[config.mk]
export PLATFORM = sky130hd
export DESIGN_NAME = acr_aux_regs
export DESIGN_NICKNAME = d
export VERILOG_FILES = /design/src/acr_pkg.sv /design/src/acr_aux_regs.sv
export SDC_FILE = /design/constraint.sdc
export NUM_CORES = 1
export LEC_CHECK = 0
export BUFFER_PORTS_ARGS = -buffer_cell sky130_fd_sc_hd__buf_2
export CAP_MARGIN = 5
export CORE_UTILIZATION = 55
export CTS_CLUSTER_DIAMETER = 30
export DETAILED_ROUTE_END_ITERATION = 8
export GPL_ROUTABILITY_DRIVEN = 0
export HOLD_SLACK_MARGIN = 0.05
export PLACE_DENSITY = 0.9
export SETUP_SLACK_MARGIN = 0.3
export SLEW_MARGIN = 15
export SYNTH_ARGS = -nofsm -noshare
export SYNTH_HDL_FRONTEND = slang
export SYNTH_SLANG_ARGS = --single-unit
[constraint.sdc]
create_clock -name i_clk -period 5.7 [get_ports i_clk]
set_clock_uncertainty 0.15 [all_clocks]
set_input_delay 0 -clock i_clk [delete_from_list [all_inputs] [get_ports i_clk]]
set_output_delay 0 -clock i_clk [all_outputs]
set_load 0.02 [all_outputs]
[src/acr_pkg.sv]
// Notes on behaviour
// Crystal pin select 00 GPIO, 01 oscillator, 10 oscillator/2, 11 oscillator/4.
// Crystal pin select acts only while internal RC oscillator clocks the system.
// Oscillator pin fast-drive bit set gives strong drive, clear gives default.
// Timer 0 pin fast-drive bit set gives strong drive, clear gives default.
// Expanded RAM disable clear maps on-chip RAM; set disables it.
// Wakeup port select 00 port 0, 01 port 2, 10 port 3, 11 port 5.
// PWM relocate clear uses port 2; set also drives PWM on port 5.
// Serial pin swap clear keeps port 3 pins; set moves to port 1.
// Spare flag two is free read/write storage without side effect.
// Data pointer select 0 picks first pointer, 1 picks second.
// Bit 7 of speed register: timer 0 clock system clock/12 or system clock.
// Timer 1 speed bit: timer 1 clock system clock/12 or system clock.
// Serial mode 0 rate bit: shift clock system clock/12 or /2.
// Timer 1 clock output enable drives timer 1 clock on port 3.5.
// Timer 0 clock output enable drives timer 0 clock on port 3.4.
// All three registers reachable on every page; reset to zero.
// Reserved bits reset to zero, stored, read back, no effect.
package acr_pkg;
  localparam logic [7:0] ACR_SPEED_ADDR = 8'h87;
  localparam logic [7:0] ACR_PINCLK_ADDR = 8'h8E;
  localparam logic [7:0] ACR_ROUTE_ADDR = 8'hA2;
  localparam logic [7:0] ACR_SPEED_RST = 8'h00;
  localparam logic [7:0] ACR_PINCLK_RST = 8'h00;
  localparam logic [7:0] ACR_ROUTE_RST = 8'h00;
  // Clock-pin register fields
  localparam int ACR_XSEL_LO = 6;
  localparam int ACR_OSC_FD = 5;
  localparam int ACR_T0_FD = 4;
  localparam int ACR_ERAM_DIS = 1;
  // Routing register fields
  localparam int ACR_WAKE_LO = 6;
  localparam int ACR_PWM_UP = 5;
  localparam int ACR_SER_SWAP = 4;
  localparam int ACR_SPARE2 = 3;
  localparam int ACR_DP_SEL = 0;
  // Speed register fields and rate dividers
  localparam int ACR_T0_FAST = 7;
  localparam int ACR_T1_FAST = 6;
  localparam int ACR_URM0_FAST = 5;
  localparam int ACR_T1_CKOE = 1;
  localparam int ACR_T0_CKOE = 0;
  localparam int ACR_SLOW_DIV = 12;
  localparam int ACR_URM0_FAST_DIV = 2;
  typedef enum logic [1:0] {
    ACR_X_GPIO = 2'b00,
    ACR_X_OSC = 2'b01,
    ACR_X_DIV2 = 2'b10,
    ACR_X_DIV4 = 2'b11
  } acr_xsel_t;
  typedef struct packed {
    logic rd;
    logic wr;
    logic [7:0] addr;
    logic [7:0] wdata;
  } acr_sfr_req_t;
  typedef struct packed {
    logic osc_pin_fast_drive;
    logic timer0_pin_fast_drive;
    logic expanded_ram_enable;
    logic [3:0] wake_port_onehot;
    logic pwm_relocate_upper_port;
    logic serial_pin_swap;
    logic data_pointer_select;
    logic timer1_clock_out_enable;
    logic timer0_clock_out_enable;
  } acr_ctrl_t;
endpackage

[src/acr_aux_regs.sv]
`timescale 1ns/100ps
`default_nettype none
module acr_aux_regs #(
  parameter int SLOW_DIV = acr_pkg::ACR_SLOW_DIV
) (
  input wire logic i_clk, // 20 MHz system clock
  input wire logic i_nrst, // Async reset, active low
  input wire acr_pkg::acr_sfr_req_t i_sfr, // SFR bus request
  output logic [7:0] o_sfr_rdata, // Read data, cycle after rd
  input wire logic i_rc_is_sys_clock, // Internal RC clocks the system
  input wire logic i_osc_tick, // Internal oscillator half-period
  input wire logic i_gpio_o, // GPIO value for crystal pin
  input wire logic i_gpio_oe, // GPIO drive for crystal pin
  input wire logic i_t0_timer_mode, // Timer 0 in timer mode
  input wire logic i_t1_timer_mode, // Timer 1 in timer mode
  output logic o_xtal_pin_o, // Crystal output pin value
  output logic o_xtal_pin_oe, // Crystal output pin drive
  output logic o_xtal_osc_role, // Crystal pins act as oscillator
  output acr_pkg::acr_ctrl_t o_ctrl, // Decoded control levels
  output logic o_t0_tick, // Timer 0 count enable
  output logic o_t1_tick, // Timer 1 count enable
  output logic o_urm0_tick // Serial mode 0 shift enable
);
  import acr_pkg::*;

  if (SLOW_DIV < 2 || SLOW_DIV > 255)
  begin : g_bad_div
    $error("SLOW_DIV out of range");
  end

  logic rst_s1_r;
  logic rst_n_r;
  logic [7:0] speed_r;
  logic [7:0] pinclk_r;
  logic [7:0] route_r;
  logic [7:0] pre_r;
  logic pre_tick;
  logic half_r;
  logic [2:0] osc_cnt_r;
  logic xtal_out;
  acr_xsel_t xsel;
  logic [3:0] wake_oh;
  logic [7:0] t0_gap_r;
  logic [7:0] t0_run_r;

  // Two-stage release of the asynchronous reset
  always_ff @(posedge i_clk or negedge i_nrst)
  begin
    if (!i_nrst)
    begin
      rst_s1_r <= 1'b0;
      rst_n_r <= 1'b0;
    end
    else
    begin
      rst_s1_r <= 1'b1;
      rst_n_r <= rst_s1_r;
    end
  end

  // No page decode: every page sees these addresses
  always_ff @(posedge i_clk or negedge rst_n_r)
  begin
    if (!rst_n_r)
    begin
      speed_r <= ACR_SPEED_RST;
      pinclk_r <= ACR_PINCLK_RST;
      route_r <= ACR_ROUTE_RST;
    end
    else if (i_sfr.wr)
    begin
      // Whole byte stored, reserved bits too
      unique case (i_sfr.addr)
        ACR_SPEED_ADDR: speed_r <= i_sfr.wdata;
        ACR_PINCLK_ADDR: pinclk_r <= i_sfr.wdata;
        ACR_ROUTE_ADDR: route_r <= i_sfr.wdata;
        default: ;
      endcase
    end
  end

  always_ff @(posedge i_clk or negedge rst_n_r)
  begin
    if (!rst_n_r)
      o_sfr_rdata <= 8'h00;
    else if (i_sfr.rd)
    begin
      unique case (i_sfr.addr)
        ACR_SPEED_ADDR: o_sfr_rdata <= speed_r;
        ACR_PINCLK_ADDR: o_sfr_rdata <= pinclk_r;
        ACR_ROUTE_ADDR: o_sfr_rdata <= route_r;
        default: o_sfr_rdata <= 8'h00;
      endcase
    end
  end

  assign xsel = acr_xsel_t'(pinclk_r[ACR_XSEL_LO +: 2]);

  // Divider on the oscillator half-period ticks
  always_ff @(posedge i_clk or negedge rst_n_r)
  begin
    if (!rst_n_r)
      osc_cnt_r <= 3'h0;
    else if (i_osc_tick)
      osc_cnt_r <= osc_cnt_r + 3'h1;
  end

  always_comb
  begin
    unique case (xsel)
      ACR_X_GPIO: xtal_out = i_gpio_o;
      ACR_X_OSC: xtal_out = osc_cnt_r[0];
      ACR_X_DIV2: xtal_out = osc_cnt_r[1];
      ACR_X_DIV4: xtal_out = osc_cnt_r[2];
    endcase
  end

  always_ff @(posedge i_clk or negedge rst_n_r)
  begin
    if (!rst_n_r)
    begin
      o_xtal_pin_o <= 1'b0;
      o_xtal_pin_oe <= 1'b0;
      o_xtal_osc_role <= 1'b0;
    end
    else if (!i_rc_is_sys_clock)
    begin
      // Crystal in use: field ignored, pin left to the oscillator
      o_xtal_pin_o <= 1'b0;
      o_xtal_pin_oe <= 1'b0;
      o_xtal_osc_role <= 1'b1;
    end
    else
    begin
      o_xtal_pin_o <= xtal_out;
      o_xtal_pin_oe <= (xsel == ACR_X_GPIO) ? i_gpio_oe : 1'b1;
      o_xtal_osc_role <= 1'b0;
    end
  end

  always_comb
  begin
    unique case (route_r[ACR_WAKE_LO +: 2])
      2'b00: wake_oh = 4'h1;
      2'b01: wake_oh = 4'h2;
      2'b10: wake_oh = 4'h4;
      2'b11: wake_oh = 4'h8;
    endcase
  end

  always_ff @(posedge i_clk or negedge rst_n_r)
  begin
    if (!rst_n_r)
      o_ctrl <= '0;
    else
    begin
      o_ctrl.osc_pin_fast_drive <= pinclk_r[ACR_OSC_FD];
      o_ctrl.timer0_pin_fast_drive <= pinclk_r[ACR_T0_FD];
      o_ctrl.expanded_ram_enable <= !pinclk_r[ACR_ERAM_DIS];
      o_ctrl.wake_port_onehot <= wake_oh;
      o_ctrl.pwm_relocate_upper_port <= route_r[ACR_PWM_UP];
      o_ctrl.serial_pin_swap <= route_r[ACR_SER_SWAP];
      o_ctrl.data_pointer_select <= route_r[ACR_DP_SEL];
      o_ctrl.timer1_clock_out_enable <= speed_r[ACR_T1_CKOE];
      o_ctrl.timer0_clock_out_enable <= speed_r[ACR_T0_CKOE];
    end
  end

  // Shared divide-by-12 prescaler; free running so rate changes are glitch free
  always_ff @(posedge i_clk or negedge rst_n_r)
  begin
    if (!rst_n_r)
      pre_r <= 8'h00;
    else if (pre_tick)
      pre_r <= 8'h00;
    else
      pre_r <= pre_r + 8'h01;
  end

  assign pre_tick = (pre_r == 8'(SLOW_DIV - 1));

  always_ff @(posedge i_clk or negedge rst_n_r)
  begin
    if (!rst_n_r)
      half_r <= 1'b0;
    else
      half_r <= !half_r;
  end

  always_ff @(posedge i_clk or negedge rst_n_r)
  begin
    if (!rst_n_r)
    begin
      o_t0_tick <= 1'b0;
      o_t1_tick <= 1'b0;
      o_urm0_tick <= 1'b0;
    end
    else
    begin
      // Counter mode counts pin events, not these ticks
      o_t0_tick <= i_t0_timer_mode &&
        (speed_r[ACR_T0_FAST] || pre_tick);
      o_t1_tick <= i_t1_timer_mode &&
        (speed_r[ACR_T1_FAST] || pre_tick);
      o_urm0_tick <= speed_r[ACR_URM0_FAST] ? half_r : pre_tick;
    end
  end

  // Checker helpers: counters instead of long repetitions keep the checks cheap
  always_ff @(posedge i_clk or negedge rst_n_r)
  begin
    if (!rst_n_r)
    begin
      t0_gap_r <= 8'h00;
      t0_run_r <= 8'h00;
    end
    else
    begin
      if (o_t0_tick)
        t0_gap_r <= 8'h00;
      else if (t0_gap_r != '1)
        t0_gap_r <= t0_gap_r + 8'h01;
      if (!i_t0_timer_mode || speed_r[ACR_T0_FAST])
        t0_run_r <= 8'h00;
      else if (t0_run_r != '1)
        t0_run_r <= t0_run_r + 8'h01;
    end
  end
endmodule // acr_aux_regs
`default_nettype wire

==> out/qor.txt, run 1 <==
H-tree Lvls: 3
Synth Area in Adders: 0.975%
EDFF count, synth: 0
most frequent cells in the layout: dfrtp_1 (63), buf_2 (51), mux2_2 (25)
number of synthesized register bits: 64
clock buffer depth: 2
Max Fclk: 0.564 GHz
number of library cell types mapped by synthesis: 38
# diodes: 0
mux cell area share after synthesis: 12.3%
main combinational cell family by area after synthesis: simple AND/OR/NAND/NOR gates
placed instance count: 274
setup bufs post-CTS: 0
Pwr Density: 300 mW/mm^2
share of layout cells above drive strength 1: 40.1%
CP Capture Type: flop
count of yosys warnings during synthesis: 0
top flip-flop cell by instance count after synthesis: dfrtp_1
Die ar.: 0.00495 sq mm
clk_lat worst skew: 0.33 ns
Compound-Gate Fraction of Synth Area: 6.29%
RSZ-0062 raised after global routing: false
critical path class: in2reg
CP arrival: 1.84 ns
core box area: 0.00441 sq mm
Setup TNS Final: 0 ns
HPWL Detailed: 3150 microns
drt initial violations: 118
Leakage: 1.66 nW
# nets final: 280
ys async rst share: 100%
Clock power frac: 40.3%
Max Slew Vio Count: 0
Rows: 24
total CTS buffers: 9
Slew headroom: 50.4%
clock slew at reported path FFs: 0.07 ns
Hold Slack: 0.0964 ns
worst r2r src: pre_r[4]
Setup Viol. Count Final: 0
Routed WL: 4970 microns
Detailed Routing Iterations Pass 1: 4
WP data required: 5.77 ns
all-layer global routing usage: 22.2%
worst setup path startpoint: i_sfr[16]
post-route core utilization: 74.2%
internal cell power: 0.762 mW
crit path time final: 1.77 ns
Final ANT Viol Nets: 0
Switching Fraction: 22.4%
VDD IR max: 0.196 mV
CP Launch Type: input pin
I/O Pins: 52
chip width: 70.3 microns
post-synthesis simple-gate area fraction: 14.0%
drt drc: 0
Max-cap violations: 0
Area growth syn-to-layout: 27.6%
Vias per Instance: 5.38
largest net degree at the start of global routing: 63
P_sw: 0.220 mW
# port buffers: 51
Initial Util: 58.2%
CTS Hold Bufs: 19
vias in the first global route: 1723
height of the chip: 70.3 microns
fin crit share: 31.1%
Final Total Pwr: 0.982 mW
Final Hold Viols: 0
Synth Instances: 173
part of the power in registers: 50.8%
synth top area cells: dfrtp_1 (62%), mux2_2 (11%), nor2b_1 (2.7%)
Clock Tree Root: clkbuf_8
vias: 1662
post-synthesis xor/xnor area fraction: 2.73%
area leader, netlist: dfrtp_1
Slew @ Worst Pin: 0.745 ns
CTS tree: done
syn_area_per_cell: 14.8 sq um
initial antenna violation count: 0
register area share after synthesis: 62.4%
top-area cell type share of the netlist area: 62.4%
most common cell after layout, fill and taps aside: dfrtp_1
Hold Crit Class: in2reg
Clock Sinks: 64
drt wl/cell: 16.1 microns
Layout Cells excl Fill: 309
status: finished clean
Worst Path Max Fanout: 8
gr ovfl total: 0
Mapped Area: 0.00257 sq mm
post-synth net total: 201
combinational power share: 8.9%
global-route wire length before repair: 8140 microns
Gates resized, CTS repair: 0
worst min-delay path startpoint: i_sfr[10]
## cells in the mapped netlist (all sizes together), types with 3 or more instances
cell	number
xnor2	6
nor2b	12
a221o	5
inv	3
a311o	3
dfrtp	64
nand3	3
and2	3
nand4	3
mux2	26
nand3b	7
a22o	5
nor2	5
a211oi	3
## cell families after synthesis
group,after synthesis
compound gates,18
xor+xnor,8
fa+ha+maj,2
buf+inv,6
flops,64
mux,27
other cells,1
simple gates,47
## worst paths after layout
| kind | endpoint | depth (start not counted) | slack, ns |
|---|---|---|---|
| worst max-delay path | speed_r[6] | 5 | 3.93 |
| worst min-delay path | o_sfr_rdata[5] | 3 | 0.1 |
| worst max register to register | o_urm0_tick | 3 | 4.07 |
| worst min register to register | rst_n_r | 0 | 0.21 |
| max in group asynchronous | osc_cnt_r[1] | 1 | 4.64 |
| min in group asynchronous | pinclk_r[1] | 1 | 0.28 |
## layout make-up
type	instances	area [sq um]
Sequential cell	64	1600
Multi-Input combinational cell	103	935
Inverter	3	11.3
Clock buffer	13	169
Tap cell	52	65.1
Timing Repair Buffer	71	453
Fill cell	280	1140
Clock inverter	3	40.0
## flip-flops by register name (all words and copies together) (netlist names), 3 cells and up
| name | count |
|---|---|
| o_ctrl | 12 |
| o_sfr_rdata | 8 |
| osc_cnt_r | 3 |
| pinclk_r | 8 |
| pre_r | 8 |
| route_r | 8 |
| speed_r | 8 |
## layer usage
metal	global-route usage, %	up-vias	wire length [microns]
met5	0	-	0
met4	10.7	0	85
met3	6.49	11	166
met2	33.9	32	2570
met1	29.1	832	2150
li1	-	787	-
## power by group through the flow
stage                     clock network (mW)  registers (mW)  logic [mW]
after floorplan                            0           0.516      0.0381
after global placement                     0           0.505      0.0736
after detailed placement                   0           0.507      0.0772
after CTS                              0.406           0.499      0.0876
after global routing                   0.425           0.501      0.0971
final                                  0.396           0.499      0.0871
## per-stage QoR
step	cell area (sq um)	setup WS [ns]
3_5_place_dp	2880	4.07
4_1_cts	3280	3.96
2_1_floorplan	2570	3.64
5_1_grt	3280	3.88
6_report	3280	3.93
3_3_place_gp	2880	4.12
## worst max-delay path, cell delays in order
cell	delay, ns
dlygate4sd3_1	0.54
buf_2	0.13
nand4_2	0.27
mux2_2	0.37
dlygate4sd3_1	0.55
Note: power is estimated with default switching activity, not from simulation.
==> run 2, diff against run 1 <==
ABC_AREA = 1   (was default)
CORE_UTILIZATION = 54   (was 55)
PLACE_DENSITY = 0.88   (was 0.9)
clock period = 1.7 ns   (was 5.7 ns; I/O delays follow)
==> out/qor.txt, run 2 <==
drt wl/cell: 13.2 microns
clock slew at reported path FFs: 0.08 ns
drt initial violations: 154
vias: 2108
count of yosys warnings during synthesis: 0
Max-cap violations: 0
status: finished clean
global-route wire length before repair: 9090 microns
# nets final: 383
number of synthesized register bits: 64
# port buffers: 51
CP Launch Type: flop
synth top area cells: dfrtp_1 (61%), nand2_1 (8.7%), nand3_1 (7.2%)
Die ar.: 0.00517 sq mm
Vias per Instance: 4.94
Worst Path Max Fanout: 4
H-tree Lvls: 3
Max Fclk: 0.775 GHz
syn_area_per_cell: 9.57 sq um
Rows: 25
Final ANT Viol Nets: 0
area leader, netlist: dfrtp_1
Clock Sinks: 64
Slew @ Worst Pin: 0.642 ns
post-synth net total: 304
Clock Tree Root: clkbuf_8
height of the chip: 71.9 microns
drt drc: 0
Leakage: 1.78 nW
top-area cell type share of the netlist area: 60.6%
Largest register FFs: 12
Detailed Routing Iterations Pass 1: 4
core box area: 0.00472 sq mm
EDFF count, synth: 0
Final Hold Viols: 0
gr ovfl total: 0
share of layout cells above drive strength 1: 24.7%
total CTS buffers: 9
critical path class: reg2reg
placed instance count: 392
CP arrival: 1.41 ns
Initial Util: 55.9%
most numerous cell in the Yosys netlist: dfrtp_1
ys async rst share: 100%
most common cell after layout, fill and taps aside: dfrtp_1
# diodes: 0
Layout Cells excl Fill: 427
crit path time final: 1.29 ns
clk_lat worst skew: 0.33 ns
Commonest cells post-synth: dfrtp_1 (64), nand2_1 (61), nand3_1 (38)
RSZ-0062 raised after global routing: false
all-layer global routing usage: 24.2%
Area growth syn-to-layout: 28.3%
vias in the first global route: 2024
number of library cell types mapped by synthesis: 29
HPWL Detailed: 3640 microns
Routed WL: 5630 microns
fin crit share: 75.9%
WP data required: 1.82 ns
Slew headroom: 57.1%
Mapped Area: 0.00264 sq mm
Max Slew Vio Count: 0
CTS tree: done
I/O Pins: 52
Reg with most FFs: o_ctrl
Pwr Density: 988 mW/mm^2
initial antenna violation count: 0
setup bufs post-CTS: 0
Synth Instances: 276
top flip-flop cell by instance count after synthesis: dfrtp_1
fillers: 330
Setup TNS Final: 0 ns
CP Capture Type: flop
most frequent cells in the layout: dfrtp_1 (63), nand2_1 (61), buf_2 (51)
clock buffer depth: 2
largest net degree at the start of global routing: 53
register area share after synthesis: 60.6%
chip width: 71.9 microns
Hold Crit Class: in2reg
VDD IR max: 0.841 mV
Setup Viol. Count Final: 0
[run 2: cell count changes in the layout (fill, tap and decap cells not counted), moves of 5 or more]
cell	change
nand2_2	+5
nand3b_1	-7
xnor2_1	-5
nor2b_1	-11
nand3_1	+35
a221o_1	-5
o21ai_1	+14
inv_1	+33
o21ai_0	+10
mux2_2	-24
a22o_1	-5
nor2_1	+10
nand2_1	+59
[run 2: layout make-up]
class                           instances  area [sq um]  share of cell area (%)
Tap cell                               67          83.8                    2.47
Clock inverter                          5          55.1                    1.62
Timing Repair Buffer                   74           488                    14.4
Clock buffer                           11           151                    4.47
Sequential cell                        64          1600                    47.3
Inverter                               37           139                    4.10
Multi-Input combinational cell        169           868                    25.6
[run 2: report_power, final]
part	switching, mW	total (mW)	leakage, nW	internal [mW]
Sequential	0.0710	1.69	0.809	1.62
Clock	0.568	1.32	0.101	0.751
Combinational	0.189	0.338	0.865	0.148
[run 2: logic make-up after synthesis]
group,count (synthesis),share of synthesized area [%]
other cells,1,0.142
compound gates,32,6.68
simple gates,128,22.5
fa+ha+maj,2,0.947
flops,64,60.6
buf+inv,43,7.06
mux,1,0.426
xor+xnor,5,1.66
[run 2: what timing repair did]
action,4_1_cts,5_1_grt
endpoints found under the hold margin,52,0
setup endpoints to repair,0,5
gates resized for setup,0,4
hold buffers,19,0
[run 2: worst paths after layout]
check	endpoint	depth (start not counted)	slack, ns	startpoint
worst max-delay path	pre_r[6]	4	0.41	pre_r[0]
worst min-delay path	o_sfr_rdata[5]	7	0.06	i_sfr[10]
worst max register to register	pre_r[6]	4	0.41	pre_r[0]
worst min register to register	pinclk_r[5]	1	0.12	rst_n_r
max in group asynchronous	o_ctrl[7]	1	0.45	rst_n_r
min in group asynchronous	pinclk_r[5]	1	0.12	rst_n_r
[run 2: worst max-delay path, cell delays in order (launching register included)]
cell and delay (ns):
dfrtp_1 0.38, ha_2 0.22, nand3_1 0.12, nor3_1 0.19
xor2_1 0.16
[run 2: metrics by stage]
step           power, mW  hold slack (ns)  area, sq um  util [%]  setup WS [ns]
6_report            3.35           0.0622         3390      71.7          0.410
4_1_cts             3.37           0.0561         3370      71.4          0.313
3_5_place_dp        2.02           -0.362         2980      63.0          0.267
3_3_place_gp        1.99           -0.363         2980      63.0          0.340
2_1_floorplan       1.89           -0.446         2640         -          0.452
5_1_grt             3.49           0.0762         3390      71.7          0.298
[run 2: layer usage]
metal,track usage (%),vias up,wire length (microns)
li1,-,1036,-
met1,29.3,996,2360
met2,40.4,62,2830
met3,6.67,14,251
met4,11.8,0,191
met5,0,-,0
==> run 3, diff against run 2 <==
clock period = 1.3 ns   (was 1.7 ns; I/O delays follow)
==> out/qor.txt, run 3 (synthesized netlist as in run 2, its figures left out) <==
height of the chip: 71.9 microns
R2R cell count: 3
Reg with most FFs: o_ctrl
vias: 2341
clk_lat worst skew: 0.35 ns
share of layout cells above drive strength 1: 38.0%
Clock Tree Root: clkbuf_8
crit path time final: 1.31 ns
total CTS buffers: 9
initial antenna violation count: 0
status: complete, but fails checks
Final Hold Viols: 7
# diodes: 0
Setup Viol. Count Final: 1
CTS Hold Bufs: 17
H-tree Lvls: 3
Routed WL: 7190 microns
CP Launch Type: flop
WP data required: 1.42 ns
Final Total Pwr: 4.64 mW
Hold Crit Class: in2reg
CP arrival: 1.43 ns
Initial Util: 55.9%
Worst R2R Setup Slack: -0.007 ns
chip width: 71.9 microns
M2 GR Usage: 46.1%
# port buffers: 51
Setup TNS Final: -0.00674 ns
Max Fclk: 0.765 GHz
Detailed Routing Iterations Pass 1: 6
worst setup path startpoint: pre_r[0]
failing checks: hold timing, setup timing
global-route wire length before repair: 10100 microns
I/O Pins: 52
all-layer global routing usage: 26.3%
Pwr Density: 1180 mW/mm^2
Area growth syn-to-layout: 48.5%
pre-CTS WS: 0.000486 ns
gr ovfl total: 0
Critical Path Sink: pre_r[2]
clock buffer depth: 2
largest net degree at the start of global routing: 24
Final ANT Viol Nets: 0
RR Endpoint: pre_r[2]
RSZ-0062 raised after global routing: true
Rows: 25
critical path class: reg2reg
Max Slew Vio Count: 0
# nets final: 402
core box area: 0.00472 sq mm
CTS tree: done
most frequent cells in the layout: nand2_1 (59), dfrtp_1 (55), inv_1 (30), buf_6 (30), nand3_1 (28)
Largest register FFs: 12
Die ar.: 0.00517 sq mm
HPWL Detailed: 3810 microns
fillers: 245
drt drc: 0
fin crit share: 101%
post-route core utilization: 83.0%
clock slew at reported path FFs: 0.07 ns
drt wl/cell: 16.1 microns
Max-cap violations: 0
Hold Slack: -0.0304 ns
vias in the first global route: 2229
most common cell after layout, fill and taps aside: nand2_1
GRT busiest layer: met2
Vias per Instance: 5.25
worst r2r src: pre_r[0]
VDD IR max: 0.992 mV
Leakage: 2.00 nW
CP Capture Type: flop
drt initial violations: 251
Worst Path Max Fanout: 4
Clock Sinks: 64
setup ws final: -0.00674 ns
grt met3 use: 5.56%
global routing usage on met1: 31.4%
[run 3: cell types whose count changed in the layout (fill, tap and decap cells not counted), moves of 4 or more]
cell     delta
buf_2      -26
nand3_1     -9
buf_6      +30
nor2_1      -5
buf_4      +16
nand2_4     +4
dfrtp_1     -8
nand3_2     +6
inv_1       -6
dfrtp_2     +7
[run 3: where the power goes]
group | switching (mW) | internal, mW | total (mW) | leakage (nW)
sequential | 0.123 | 2.12 | 2.25 | 0.796
clock | 0.764 | 0.986 | 1.75 | 0.103
combinational | 0.304 | 0.342 | 0.646 | 1.10
total | 1.19 | 3.45 | 4.64 | 2.00
[run 3: worst min-delay path by stage]
stage / startpoint / end / slack [ns] / cells past startpoint
2_1_floorplan: i_nrst / rst_s1_r / -0.45 / 0
3_3_place_gp: i_nrst / rst_s1_r / -0.36 / 1
3_5_place_dp: i_nrst / rst_s1_r / -0.36 / 1
4_1_cts: i_sfr[16] / pinclk_r[4] / -0.05 / 3
5_1_grt: i_sfr[16] / pinclk_r[0] / -0.02 / 3
6_report: i_sfr[16] / pinclk_r[5] / -0.03 / 3
[run 3: timing repair]
item | CTS | global route
setup buffers | 6 | 10
gates cloned | 0 | 0
hold endpoints to repair | 42 | 10
endpoints found under the setup margin | 34 | 48
gates resized for setup | 57 | 41
pin swaps | 7 | 20
[run 3: layout make-up]
type | count | area [sq um] | area share, %
inverter | 37 | 159 | 4.05
clock buffer | 13 | 159 | 4.05
sequential | 64 | 1620 | 41.2
multi-input combinational | 169 | 1050 | 26.7
tap | 67 | 83.8 | 2.14
timing repair buffer | 93 | 816 | 20.8
clock inverter | 3 | 40.0 | 1.02
[run 3: stage by stage]
step | std cells | area (sq um)
after floorplan | 276 | 2710
after global placement | 397 | 3090
after detailed placement | 397 | 3090
after CTS | 436 | 3710
after global routing | 446 | 3920
final | 446 | 3920
[run 3: routing by layer]
layer,part of all wire (%),routed length (microns)
met5,0,0
met1,38,2710
met2,54,3860
met4,2.5,183
met3,6.1,440
[run 3: critical path, stage by stage (launching register included)]
cell     delay [ns]
dfrtp_2        0.45
ha_4           0.20
or2_2          0.30
a21oi_2        0.13
